$ cat src/spi_status_pkg.sv
package spi_status_pkg;

  // ----------------------------------------------------------------
  // Timing
  // ----------------------------------------------------------------
  localparam int unsigned CLK_MHZ          = 100;
  localparam int unsigned T_WRITE_MS       = 4;
  // Longest self-timed write, rounded down to whole cycles
  localparam int unsigned WRITE_CYCLES_DEF = T_WRITE_MS * 1000 * CLK_MHZ;

  // ----------------------------------------------------------------
  // Opcodes, bit 3 ignored
  // ----------------------------------------------------------------
  localparam logic [7:0] OP_MASK       = 8'hF7;
  localparam logic [7:0] OP_SET_LATCH  = 8'h06;
  localparam logic [7:0] OP_CLR_LATCH  = 8'h04;
  localparam logic [7:0] OP_STATUS_RD  = 8'h05;
  localparam logic [7:0] OP_STATUS_WR  = 8'h01;
  localparam logic [7:0] OP_ARRAY_WR   = 8'h02;
  localparam logic [7:0] OP_NONE       = 8'hFF;

  // ----------------------------------------------------------------
  // Status register layout
  // ----------------------------------------------------------------
  localparam int unsigned BIT_BUSY     = 0;
  localparam int unsigned BIT_WEL      = 1;
  localparam int unsigned BIT_LOCK_LO  = 2;
  localparam int unsigned BIT_LOCK_HI  = 3;
  localparam int unsigned BIT_ARM      = 7;
  localparam logic [7:0]  STATUS_BUSY_VIEW = 8'hFF;
  localparam logic [1:0]  LOCK_RESET   = 2'h0;
  localparam logic        ARM_RESET    = 1'b0;
  localparam logic        WEL_RESET    = 1'b0;

  // ----------------------------------------------------------------
  // Frame bit counts
  // ----------------------------------------------------------------
  localparam logic [7:0] CNT_OP_END    = 8'h08;
  localparam logic [7:0] CNT_STATUS_WRITE_CMD_END  = 8'h10;
  localparam logic [7:0] CNT_ADDR_LAST = 8'h17;
  localparam logic [7:0] CNT_WR_MIN    = 8'h20;
  localparam logic [7:0] CNT_WRAP_FROM = 8'hFF;
  localparam logic [7:0] CNT_WRAP_TO   = 8'hF8;

  // ----------------------------------------------------------------
  // Locked regions and pin sync reset {cs_n, sck, si, hold_n, wp_n}
  // ----------------------------------------------------------------
  localparam logic [11:0] LOCK_QTR_BASE  = 12'hC00;
  localparam logic [11:0] LOCK_HALF_BASE = 12'h800;
  localparam logic [4:0]  PIN_SYNC_RST   = 5'h13;

  typedef enum logic [1:0] {WE_IDLE, WE_STATUS, WE_ARRAY} write_kind_t;

  function automatic logic is_cmd(input logic [7:0] op, input logic [7:0] code);
    return (op & OP_MASK) == code;
  endfunction

endpackage

$ cat src/prot_if.sv
`timescale 1ns/1ps
interface prot_if;
  logic [1:0]  lock;
  logic        arm;
  logic        wp_n;
  logic        wel;
  logic [11:0] addr;
  logic        hw_protect;
  logic        addr_locked;
  logic        status_wr_ok;
  logic        array_wr_ok;

  modport ctrl (output lock, arm, wp_n, wel, addr,
                input  hw_protect, addr_locked, status_wr_ok, array_wr_ok);
  modport chk  (input  lock, arm, wp_n, wel, addr,
                output hw_protect, addr_locked, status_wr_ok, array_wr_ok);
endinterface

$ cat src/pin_sync.sv
`timescale 1ns/1ps
module pin_sync
  import spi_status_pkg::*;
#(
  parameter int unsigned WIDTH   = 5,
  parameter logic [4:0]  RST_VAL = PIN_SYNC_RST
) (
  input  wire logic             clk,
  input  wire logic             arst_n,
  input  wire logic [WIDTH-1:0] d,
  output logic      [WIDTH-1:0] q
);
  logic [WIDTH-1:0] meta;

  for (genvar i = 0; i < WIDTH; i++) begin : g_bit
    always_ff @(posedge clk or negedge arst_n) begin
      if (!arst_n) begin
        meta[i] <= RST_VAL[i];
        q[i]    <= RST_VAL[i];
      end else begin
        meta[i] <= d[i];
        q[i]    <= meta[i];
      end
    end
  end
endmodule // pin_sync

$ cat src/protect_check.sv
`timescale 1ns/1ps
module protect_check
  import spi_status_pkg::*;
(
  prot_if.chk pi
);
  function automatic logic region_hit(input logic [1:0] sel, input logic [11:0] a);
    case (sel)
      2'h1:    return a >= LOCK_QTR_BASE;
      2'h2:    return a >= LOCK_HALF_BASE;
      2'h3:    return 1'b1;
      default: return 1'b0;
    endcase
  endfunction

  always_comb begin
    pi.hw_protect   = !pi.wp_n && pi.arm;
    pi.addr_locked  = region_hit(pi.lock, pi.addr);
    pi.status_wr_ok = pi.wel && !pi.hw_protect;
    // Pin and arm bit never gate the array
    pi.array_wr_ok  = pi.wel && !pi.addr_locked;
  end
endmodule // protect_check

$ cat src/spi_eeprom_status_protect.sv
`timescale 1ns/1ps
// Function
// - Select rising ends the operation or starts the internal write.
// - Deselected: standby unless writing; SO stays high impedance.
// - Modes 0 and 3: sample SI on SCK rise, change SO on fall.
// - Suspend input low freezes serial state and ignores SI, SCK, SO.
// - Status register is read-only if hardware protected or latch clear.
// - Bit 0 shows busy; while busy only status read is accepted.
// - Bit 1 is the write latch; when clear nothing may change.
// - Latch clears at power-up, set only by set-latch instruction.
// - Bits 2,3 are region-lock selectors, non-volatile, zero from factory; here arst_n loads them with 00.
// - Locked region is never written, whatever the other settings.
// - Selectors 00 none, 01 C00-FFF, 10 800-FFF, 11 000-FFF.
// - Bits 4 to 6 are not kept; read 0 except while writing.
// - Hardware protection active only with pin low and arm bit set.
// - Hardware protection blocks selectors and arm bit, not the array.
// - Arm bit cannot go from 1 to 0 while the pin is low.
// - During the internal write every status bit reads 1.
// - Opcodes: set 0000X110, clear 0000X100, read 0000X101, write 0000X001.
// - Clear-latch, status-write and array-write clear the latch.
// - Status write stores only selectors and arm bit.
module spi_eeprom_status_protect
  import spi_status_pkg::*;
#(
  parameter int unsigned WRITE_CYCLES = WRITE_CYCLES_DEF
) (
  input  wire logic        clk,
  input  wire logic        arst_n,
  input  wire logic        cs_n,
  input  wire logic        sck,
  input  wire logic        si,
  input  wire logic        hold_n,
  input  wire logic        wp_n,
  output logic             so,
  output logic             so_oe_n,
  output logic             standby,
  output logic             busy,
  output logic             array_wr_start,
  output logic [11:0]      array_wr_addr
);

  // ----------------------------------------------------------------
  // Pin synchronisers and edge detect
  // ----------------------------------------------------------------
  logic [4:0] pins_s;
  logic       cs_s, sck_s, si_s, hold_s, wp_s;
  logic       sck_d, cs_d;
  logic       sck_rise, sck_fall, cs_rise, live;

  pin_sync #(.WIDTH(5), .RST_VAL(PIN_SYNC_RST)) u_sync (
    .clk    (clk),
    .arst_n (arst_n),
    .d      ({cs_n, sck, si, hold_n, wp_n}),
    .q      (pins_s)
  );

  assign {cs_s, sck_s, si_s, hold_s, wp_s} = pins_s;
  assign sck_rise = sck_s && !sck_d;
  assign sck_fall = !sck_s && sck_d;
  assign cs_rise  = cs_s && !cs_d;
  assign live     = !cs_s && hold_s;

  // ----------------------------------------------------------------
  // State
  // ----------------------------------------------------------------
  logic [7:0]  cnt, next_cnt;
  logic [15:0] sh, next_sh;
  logic [7:0]  opcode, next_opcode;
  logic [7:0]  wsr_data, next_wsr_data;
  logic [11:0] addr, next_addr;
  logic        wel, next_wel;
  logic [1:0]  lock, next_lock;
  logic        arm, next_arm;
  logic [1:0]  pend_lock, next_pend_lock;
  logic        pend_arm, next_pend_arm;
  write_kind_t wk, next_wk;
  logic [31:0] timer, next_timer;
  logic        next_so, next_so_oe_n, next_standby, next_busy;
  logic        next_array_wr_start;
  logic [11:0] next_array_wr_addr;
  logic [7:0]  status_view;
  logic        rd_phase;

  prot_if pi ();
  assign pi.lock = lock;
  assign pi.arm  = arm;
  assign pi.wp_n = wp_s;
  assign pi.wel  = wel;
  assign pi.addr = addr;

  protect_check u_prot (.pi(pi));

  always_comb begin
    status_view = {arm, 3'b000, lock, wel, 1'b0};
    if (wk != WE_IDLE) begin
      status_view = STATUS_BUSY_VIEW;
    end
  end

  assign rd_phase = !cs_s && is_cmd(opcode, OP_STATUS_RD) && (cnt >= CNT_OP_END);

  // ----------------------------------------------------------------
  // Next-state logic
  // ----------------------------------------------------------------
  always_comb begin
    next_cnt            = cnt;
    next_sh             = sh;
    next_opcode         = opcode;
    next_wsr_data       = wsr_data;
    next_addr           = addr;
    next_wel            = wel;
    next_lock           = lock;
    next_arm            = arm;
    next_pend_lock      = pend_lock;
    next_pend_arm       = pend_arm;
    next_wk             = wk;
    next_timer          = timer;
    next_so             = so;
    next_so_oe_n        = so_oe_n;
    next_array_wr_start = 1'b0;
    next_array_wr_addr  = array_wr_addr;

    // Frame decode; counter restarts on every select
    if (cs_s) begin
      next_cnt    = 8'h00;
      next_opcode = OP_NONE;
    end else if (live && sck_rise) begin
      next_sh  = {sh[14:0], si_s};
      // Wrap keeps byte alignment on very long frames
      next_cnt = (cnt == CNT_WRAP_FROM) ? CNT_WRAP_TO : cnt + 8'h01;
      if (cnt == CNT_OP_END - 8'h01) begin
        next_opcode = {sh[6:0], si_s};
      end
      if (cnt == CNT_STATUS_WRITE_CMD_END - 8'h01) begin
        next_wsr_data = {sh[6:0], si_s};
      end
      if (cnt == CNT_ADDR_LAST) begin
        next_addr = {sh[10:0], si_s};
      end
    end

    // Serial out: idles released, resumes after suspend
    if (!rd_phase || !hold_s) begin
      next_so_oe_n = 1'b1;
    end else if (sck_fall) begin
      next_so      = status_view[~cnt[2:0]];
      next_so_oe_n = 1'b0;
    end else if (cnt > CNT_OP_END) begin
      next_so_oe_n = 1'b0;
    end

    // Instructions act on select release; busy accepts only a status read
    if (cs_rise && wk == WE_IDLE) begin
      if (cnt == CNT_OP_END && is_cmd(opcode, OP_SET_LATCH)) begin
        next_wel = 1'b1;
      end
      if (cnt == CNT_OP_END && is_cmd(opcode, OP_CLR_LATCH)) begin
        next_wel = 1'b0;
      end
      if (cnt == CNT_STATUS_WRITE_CMD_END && is_cmd(opcode, OP_STATUS_WR)
          && pi.status_wr_ok) begin
        next_pend_lock = {wsr_data[BIT_LOCK_HI], wsr_data[BIT_LOCK_LO]};
        next_pend_arm  = wsr_data[BIT_ARM];
        next_wk        = WE_STATUS;
        next_timer     = 32'h0000_0000;
        next_wel       = 1'b0;
      end
      if (cnt >= CNT_WR_MIN && cnt[2:0] == 3'h0 && is_cmd(opcode, OP_ARRAY_WR)
          && pi.array_wr_ok) begin
        next_wk             = WE_ARRAY;
        next_timer          = 32'h0000_0000;
        next_wel            = 1'b0;
        next_array_wr_start = 1'b1;
        next_array_wr_addr  = addr;
      end
    end

    // Self-timed write; status values change only at its end
    case (wk)
      WE_IDLE: begin
      end
      WE_STATUS, WE_ARRAY: begin
        next_timer = timer + 32'h0000_0001;
        if (timer == WRITE_CYCLES - 1) begin
          next_wk = WE_IDLE;
          if (wk == WE_STATUS) begin
            next_lock = pend_lock;
            next_arm  = pend_arm;
          end
        end
      end
      default: begin
        next_wk = WE_IDLE;
      end
    endcase

    next_standby = cs_s && (next_wk == WE_IDLE);
    next_busy    = next_wk != WE_IDLE;
  end

  // ----------------------------------------------------------------
  // Registers
  // ----------------------------------------------------------------
  always_ff @(posedge clk or negedge arst_n) begin
    if (!arst_n) begin
      sck_d          <= 1'b0;
      cs_d           <= 1'b1;
      cnt            <= 8'h00;
      sh             <= 16'h0000;
      opcode         <= OP_NONE;
      wsr_data       <= 8'h00;
      addr           <= 12'h000;
      wel            <= WEL_RESET;
      lock           <= LOCK_RESET;
      arm            <= ARM_RESET;
      pend_lock      <= LOCK_RESET;
      pend_arm       <= ARM_RESET;
      wk             <= WE_IDLE;
      timer          <= 32'h0000_0000;
      so             <= 1'b0;
      so_oe_n        <= 1'b1;
      standby        <= 1'b1;
      busy           <= 1'b0;
      array_wr_start <= 1'b0;
      array_wr_addr  <= 12'h000;
    end else begin
      sck_d          <= sck_s;
      cs_d           <= cs_s;
      cnt            <= next_cnt;
      sh             <= next_sh;
      opcode         <= next_opcode;
      wsr_data       <= next_wsr_data;
      addr           <= next_addr;
      wel            <= next_wel;
      lock           <= next_lock;
      arm            <= next_arm;
      pend_lock      <= next_pend_lock;
      pend_arm       <= next_pend_arm;
      wk             <= next_wk;
      timer          <= next_timer;
      so             <= next_so;
      so_oe_n        <= next_so_oe_n;
      standby        <= next_standby;
      busy           <= next_busy;
      array_wr_start <= next_array_wr_start;
      array_wr_addr  <= next_array_wr_addr;
    end
  end
endmodule // spi_eeprom_status_protect

$ cat config.mk
export PLATFORM = sky130hd
export DESIGN_NAME = spi_eeprom_status_protect
export DESIGN_NICKNAME = d
export VERILOG_FILES = /design/src/spi_status_pkg.sv /design/src/prot_if.sv /design/src/pin_sync.sv /design/src/protect_check.sv /design/src/spi_eeprom_status_protect.sv
export SDC_FILE = /design/constraint.sdc
export NUM_CORES = 1
export LEC_CHECK = 0
export BUFFER_PORTS_ARGS = -buffer_cell sky130_fd_sc_hd__buf_2
export CORE_AREA = 2 2 106 108
export DETAILED_ROUTE_END_ITERATION = 10
export DIE_AREA = 0 0 108 110
export PLACE_DENSITY = 0.66
export SYNTH_ARGS = -nofsm -noshare
export SYNTH_HDL_FRONTEND = slang
export SYNTH_HIERARCHICAL = 1
export SYNTH_SLANG_ARGS = --single-unit
$ cat constraint.sdc
create_clock -name clk -period 2.6 [get_ports clk]
set_input_delay 0.52 -clock clk [delete_from_list [all_inputs] [get_ports clk]]
set_output_delay 0.52 -clock clk [all_outputs]
set_load 0.05 [all_outputs]
# ---- Word-level counts from Yosys, hierarchy flattened
# Cells that the tools add are included.
dict set report totals {
  input_bits 7
  output_inout_bits 17
  memories 0
  wordCells 137
  regBits 117
  rom_bits 0
  latchBits 0
  ramBits 0
}
dict set report op_classes {
  div_mod_pow 0
  bitwise 3
  n_eq_ne 17
  n_reduce_logical 51
  shift 0
  multipliers 0
  magnitude_cmp 6
  add_sub_neg 2
  n_mux 28
}
# cell n
set ops {}
lappend ops {{$mux 32} 4}
lappend ops {{$mux 8} 7}
lappend ops {{$add 32x1->32 const B} 1}
lappend ops {{$eq 32x19->1 const B} 1}
lappend ops {{$ge 12x12->1 const B} 2}
lappend ops {{$eq 7x3->1 const B} 3}
lappend ops {{$logic_and 1x1->1} 19}
lappend ops {{$eq 8x4->1 const B} 2}
lappend ops {{$eq 8x5->1 const B} 2}
lappend ops {{$reduce_and 2->1} 7}
lappend ops {{$mux 1} 10}
lappend ops {{$reduce_bool 2->1} 5}
lappend ops {{$logic_not 1->1} 9}
lappend ops {{$reduce_and 3->1} 3}
lappend ops {{$add 8x1->8 const B} 1}
lappend ops {{$eq 8x3->1 const B} 1}
lappend ops {{$eq 8x8->1 const B} 1}
lappend ops {{$ge 8x4->1 const B} 1}
lappend ops {{$ge 8x6->1 const B} 1}
lappend ops {{$gt 8x4->1 const B} 1}
lappend ops {{$mux 2} 4}
lappend ops {{$eq 7x1->1 const B} 1}
lappend ops {{$eq 7x2->1 const B} 1}
lappend ops {{$eq 2x2->1 const B} 3}
lappend ops {{13 further kinds} 17}

# ---- Longest topological paths before layout
dict set report depth {
  depth_word 12
  depth_mapped 9
  depth_no_buf 7
}

# ---- Cells and area by module
# Netlist, hierarchy kept.
# mod cells_each seq_area_each_um2 n_inst area_per_inst_um2
set modules_own_cells {}
lappend modules_own_cells {spi_eeprom_status_protect 451 2539.9 1 4928.5}
lappend modules_own_cells {pin_sync 10 257.7 1 257.7}
lappend modules_own_cells {protect_check 6 0.0 1 32.5}

# ---- Worst setup path before layout
# No wires, ideal clock.
dict set report synth_path {
  path_kind {flip-flop to flip-flop}
  from {reg timer[19]}
  to {reg wk[1]}
  arrival_time_ns 2.101
  synth_period_minus_slack_ns 2.248
  setup_time_ns 0.146
  path_stages_with_launch 7
  required_time_ns 2.454
  setup_slack_ns 0.352
  n_path_buf 1
  cell_sequence {dfrtp_1 > buf_6 > or4_1 > or4_4 > o41ai_2 > and2_2 > a211oi_1}
}
dict set report synth_via {
  elab_chain_cells 3
}
# element line_no
set synth_lines {}
lappend synth_lines {{start: declaration} spi_eeprom_status_protect.sv:77} ;# logic [31:0] timer, next_timer;
lappend synth_lines {{start signal: assignment} spi_eeprom_status_protect.sv:240} ;# timer <= next_timer;
lappend synth_lines {{$eq 32x19->1} spi_eeprom_status_protect.sv:184} ;# if (timer == WRITE_CYCLES - 1) begin
lappend synth_lines {{$mux 2} spi_eeprom_status_protect.sv:184}
lappend synth_lines {{$pmux 2 s2} spi_eeprom_status_protect.sv:179} ;# case (wk)
lappend synth_lines {{named net next_wk[1]} spi_eeprom_status_protect.sv:76} ;# write_kind_t wk, next_wk;
lappend synth_lines {{end signal: assignment} spi_eeprom_status_protect.sv:239} ;# wk <= next_wk;
lappend synth_lines {{end: declaration} spi_eeprom_status_protect.sv:76}
# The timed path passes the listed nets, and every way through them passes these cells.
# A chain may end at the register's enable or synchronous reset.

# ---- Final worst setup path
dict set report layout_path {
  from {reg timer[13]}
  to {reg wk[0]}
}
# Same word-level chain as after synthesis.

==> Implementation_results.wiki <==
{| class="wikitable"
! Metric !! Value
|-
| Total global routing track utilization || approximately a fifth
|-
| Static Leak || approximately 0.0028 uW
|-
| Register cell area after layout || between 2000 and 3000 um^2
|-
| Die width || between 100 and 150 um
|-
| Run status || completed
|-
| Headroom to the max-slew limit || a little over two fifths
|-
| RSZ-0062 raised after global routing || false
|-
| Slowest-stage cell, CP || or4_4
|-
| Number of gates resized after cts || 0
|-
| Detailed-route wire length || 10820 um
|-
| Post-DRT Antenna Nets || 0
|-
| Mean number of vias per cell || 5.899
|-
| Leftover overflow at the end of global routing || 0
|-
| Std-Cell Core Area || around 11000 um^2
|-
| Detail Placement HPWL || about 7000 um
|-
| DR pass1 iterations || 5
|-
| Share of layout cells above drive strength 1 || 26.01%
|-
| Worst-skew pair later-pin latency || around 0.39 ns
|-
| Global-route met3 utilization || under 10%
|-
| Worst hold slack || 0.08556 ns
|-
| Area of combinational cells with multiple inputs || 2271 um^2
|-
| Part of the power in the clock network || between 30% and 40%
|-
| Avg WL per Cell || 17.01 um
|-
| Sequence of cells on the critical path || or4_1, or4_4, o41ai_2, and2_2, a2111oi_1
|-
| Met2 track demand over resource || 29.42%
|-
| Vias in the first global route || between 3000 and 4000
|-
| Maximum net fanout on the critical path || 6
|-
| Setup crit end || wk[0]$_DFF_PN0_
|-
| Area of the die || between 10000 and 15000 um^2
|-
| Synthesis warning total || 6
|-
| Worst r2r path cells || 5
|-
| Antenna Diode Count || 0
|-
| Vertical die dimension || roughly 110 um
|-
| Number of buffers added by the clock tree synthesis step || 9
|-
| Hold bufs inserted after CTS || 0
|-
| Cells after Synth || about 470
|-
| Mapped Nets || between 400 and 500
|-
| Global-route wire length before repair || approximately 18000 um
|-
| Required time at the endpoint of the critical path || roughly 2.9 ns
|-
| Number of cell rows || 38
|-
| Port Buffer Count || 23
|-
| Antenna violations before repair || 0
|-
| Violation count after the first detailed-routing iteration || 324
|-
| Post-CTS Setup Inserts || 0
|-
| Final Cycle Share || between 90 and 100%
|-
| Maximum clock insertion buffer count || 2
|-
| Effective utilization at floorplan || between 40% and 50%
|-
| Largest stage delay on the critical path || 0.58 ns
|-
| Hold Crit Class || in -> async
|-
| Count of endpoints failing setup in the final report || 0
|-
| Worst path arrival time || 2.62 ns
|-
| P per Cell Area || around 510 nW/um^2
|-
| Global placer's final weighted congestion || about 0.85
|-
| Max_cap viols || 0
|-
| Net switching share of the total power || approximately 26%
|-
| Setup TNS || 0 ns
|-
| Detailed-route via count || between 3000 and 4000
|-
| Largest net degree at the start of global routing || 57
|-
| # nets final || approximately 500
|-
| Cell area after synthesis || roughly 5200 um^2
|-
| End of the worst register-to-register path || wk[0]$_DFF_PN0_
|-
| Slack of the worst reg-to-reg path || around 0.24 ns
|-
| Clk sink count || 111
|-
| Remaining DRCs || 0
|-
| Sequential fraction of design power || roughly 62%
|-
| Critical path endpoint category || flop
|-
| Period minus WS final || 2.358 ns
|-
| Logic gate share of total power || under 10%
|-
| Top-level port count || 24
|-
| Max Slew Vio Count || 0
|-
| Reported net switching power || 753.6 uW
|-
| Number of fillers in the final layout || between 900 and 1000
|-
| Post-Route Skew || 0.01494 ns
|-
| GR Util met1 || 27.81%
|-
| Startpoint of the most critical setup path || timer[13]$_DFFE_PN0P_
|-
| Startpoint class of the critical path || flop
|-
| Root Driver || clkbuf_8
|-
| Clock tree from TritonCTS || yes
|-
| Internal cell power || around 2200 uW
|-
| Achievable frequency || between 0.4 and 0.5 GHz
|-
| Most Crowded Layer GR || met2
|-
| Mean Syn Cell Area || between 10 and 15 um^2
|-
| Clock-pin slew on the worst setup and hold paths || around 0.11 ns
|-
| Worst ir drop on vdd || about 500 uV
|-
| Path type of the worst setup path || reg -> reg
|-
| Reg-to-reg critical path startpoint || timer[13]$_DFFE_PN0P_
|-
| Transition at the pin with the smallest max-transition slack || ~0.85 ns
|-
| Maximum level of the CTS H-tree || 3
|-
| Syn-to-layout area delta || 9.981%
|-
| Final Hold Violating Endpoints || 0
|}
-- state kept, by name, summed over array words and instances (netlist names), 2 cells and up --
signal,flops
sh,11
u_sync/q,5
opcode,7
cnt,8
wsr_data,3
wk,2
u_sync/meta,5
lock,2
array_wr_addr,12
pend_lock,2
addr,12
timer,32
-- power by group through the flow --
stage / Sequential [uW] / Clock (uW) / Combinational, uW
CTS: 1810 / 1090 / 91.9
finish: 1810 / 1050 / 88.6
detailed placement: 1850 / 0 / 91.1
floorplan: 1830 / 0 / 41.2
global placement: 1850 / 0 / 88.3
global route: 1820 / 1150 / 101
-- critical path, delay by kind of cell, from the launching register on --
family	cells	cell delay (ns)
AO/OA/AOI/OAI	2	0.46
flip-flops	1	0.45
AND/OR/NAND/NOR	3	1.34
-- how the worst min path moves through the flow --
stage,endpoint,cells past startpoint,slack [ns],from
2_1_floorplan,addr[0]$_DFFE_PN0P_,0,0.22,arst_n
3_3_place_gp,u_sync/q[3]$_DFF_PN0_,0,0.33,u_sync/meta[3]$_DFF_PN0_
3_5_place_dp,u_sync/q[2]$_DFF_PN0_,0,0.34,u_sync/meta[2]$_DFF_PN0_
4_1_cts,cnt[7]$_DFFE_PN0P_,1,0.09,arst_n
5_1_grt,cnt[6]$_DFFE_PN0P_,1,0.12,arst_n
6_report,cnt[6]$_DFFE_PN0P_,1,0.09,arst_n
-- layout make-up --
| class | count | area share, % |
|---|---|---|
| flip-flops and latches | 111 | 48.78 |
| multi-input cells | 319 | 39.59 |
| repair buffers | 39 | 4.363 |
| well taps | 140 | 3.054 |
| clock buffers | 10 | 2.225 |
| clock inverters | 6 | 1.265 |
| inverters | 11 | 0.7199 |
-- per-layer routing --
layer | wire, um | vias up
met3 | 472 | 17
met2 | 4925 | 91
li1 | - | 1779
met4 | 173 | 0
met5 | 0 | -
met1 | 5246 | 1865
-- through the flow --
step	setup WS, ns	util [%]	total power, uW	std cells	cell area, um^2
2_1_floorplan	0.3524	-	1871	466	5215
3_3_place_gp	0.2907	51.74	1934	620	5535
3_5_place_dp	0.2694	51.74	1937	620	5535
4_1_cts	0.2492	53.61	2991	636	5736
5_1_grt	0.05432	53.61	3076	636	5736
6_report	0.2416	53.61	2946	636	5736
-- cells in the final DEF (no fill, tap or decap), types with 12 or more instances in the layout --
cell type,n
a211o_1,19
a21oi_1,12
a31oi_1,18
buf_2,22
buf_4,16
dfrtp_1,95
dfstp_2,16
mux2_2,42
nand2_1,46
nand3_1,22
nor2_1,17
o21ai_0,12
No activity file was read; power rests on OpenSTA's default activity.
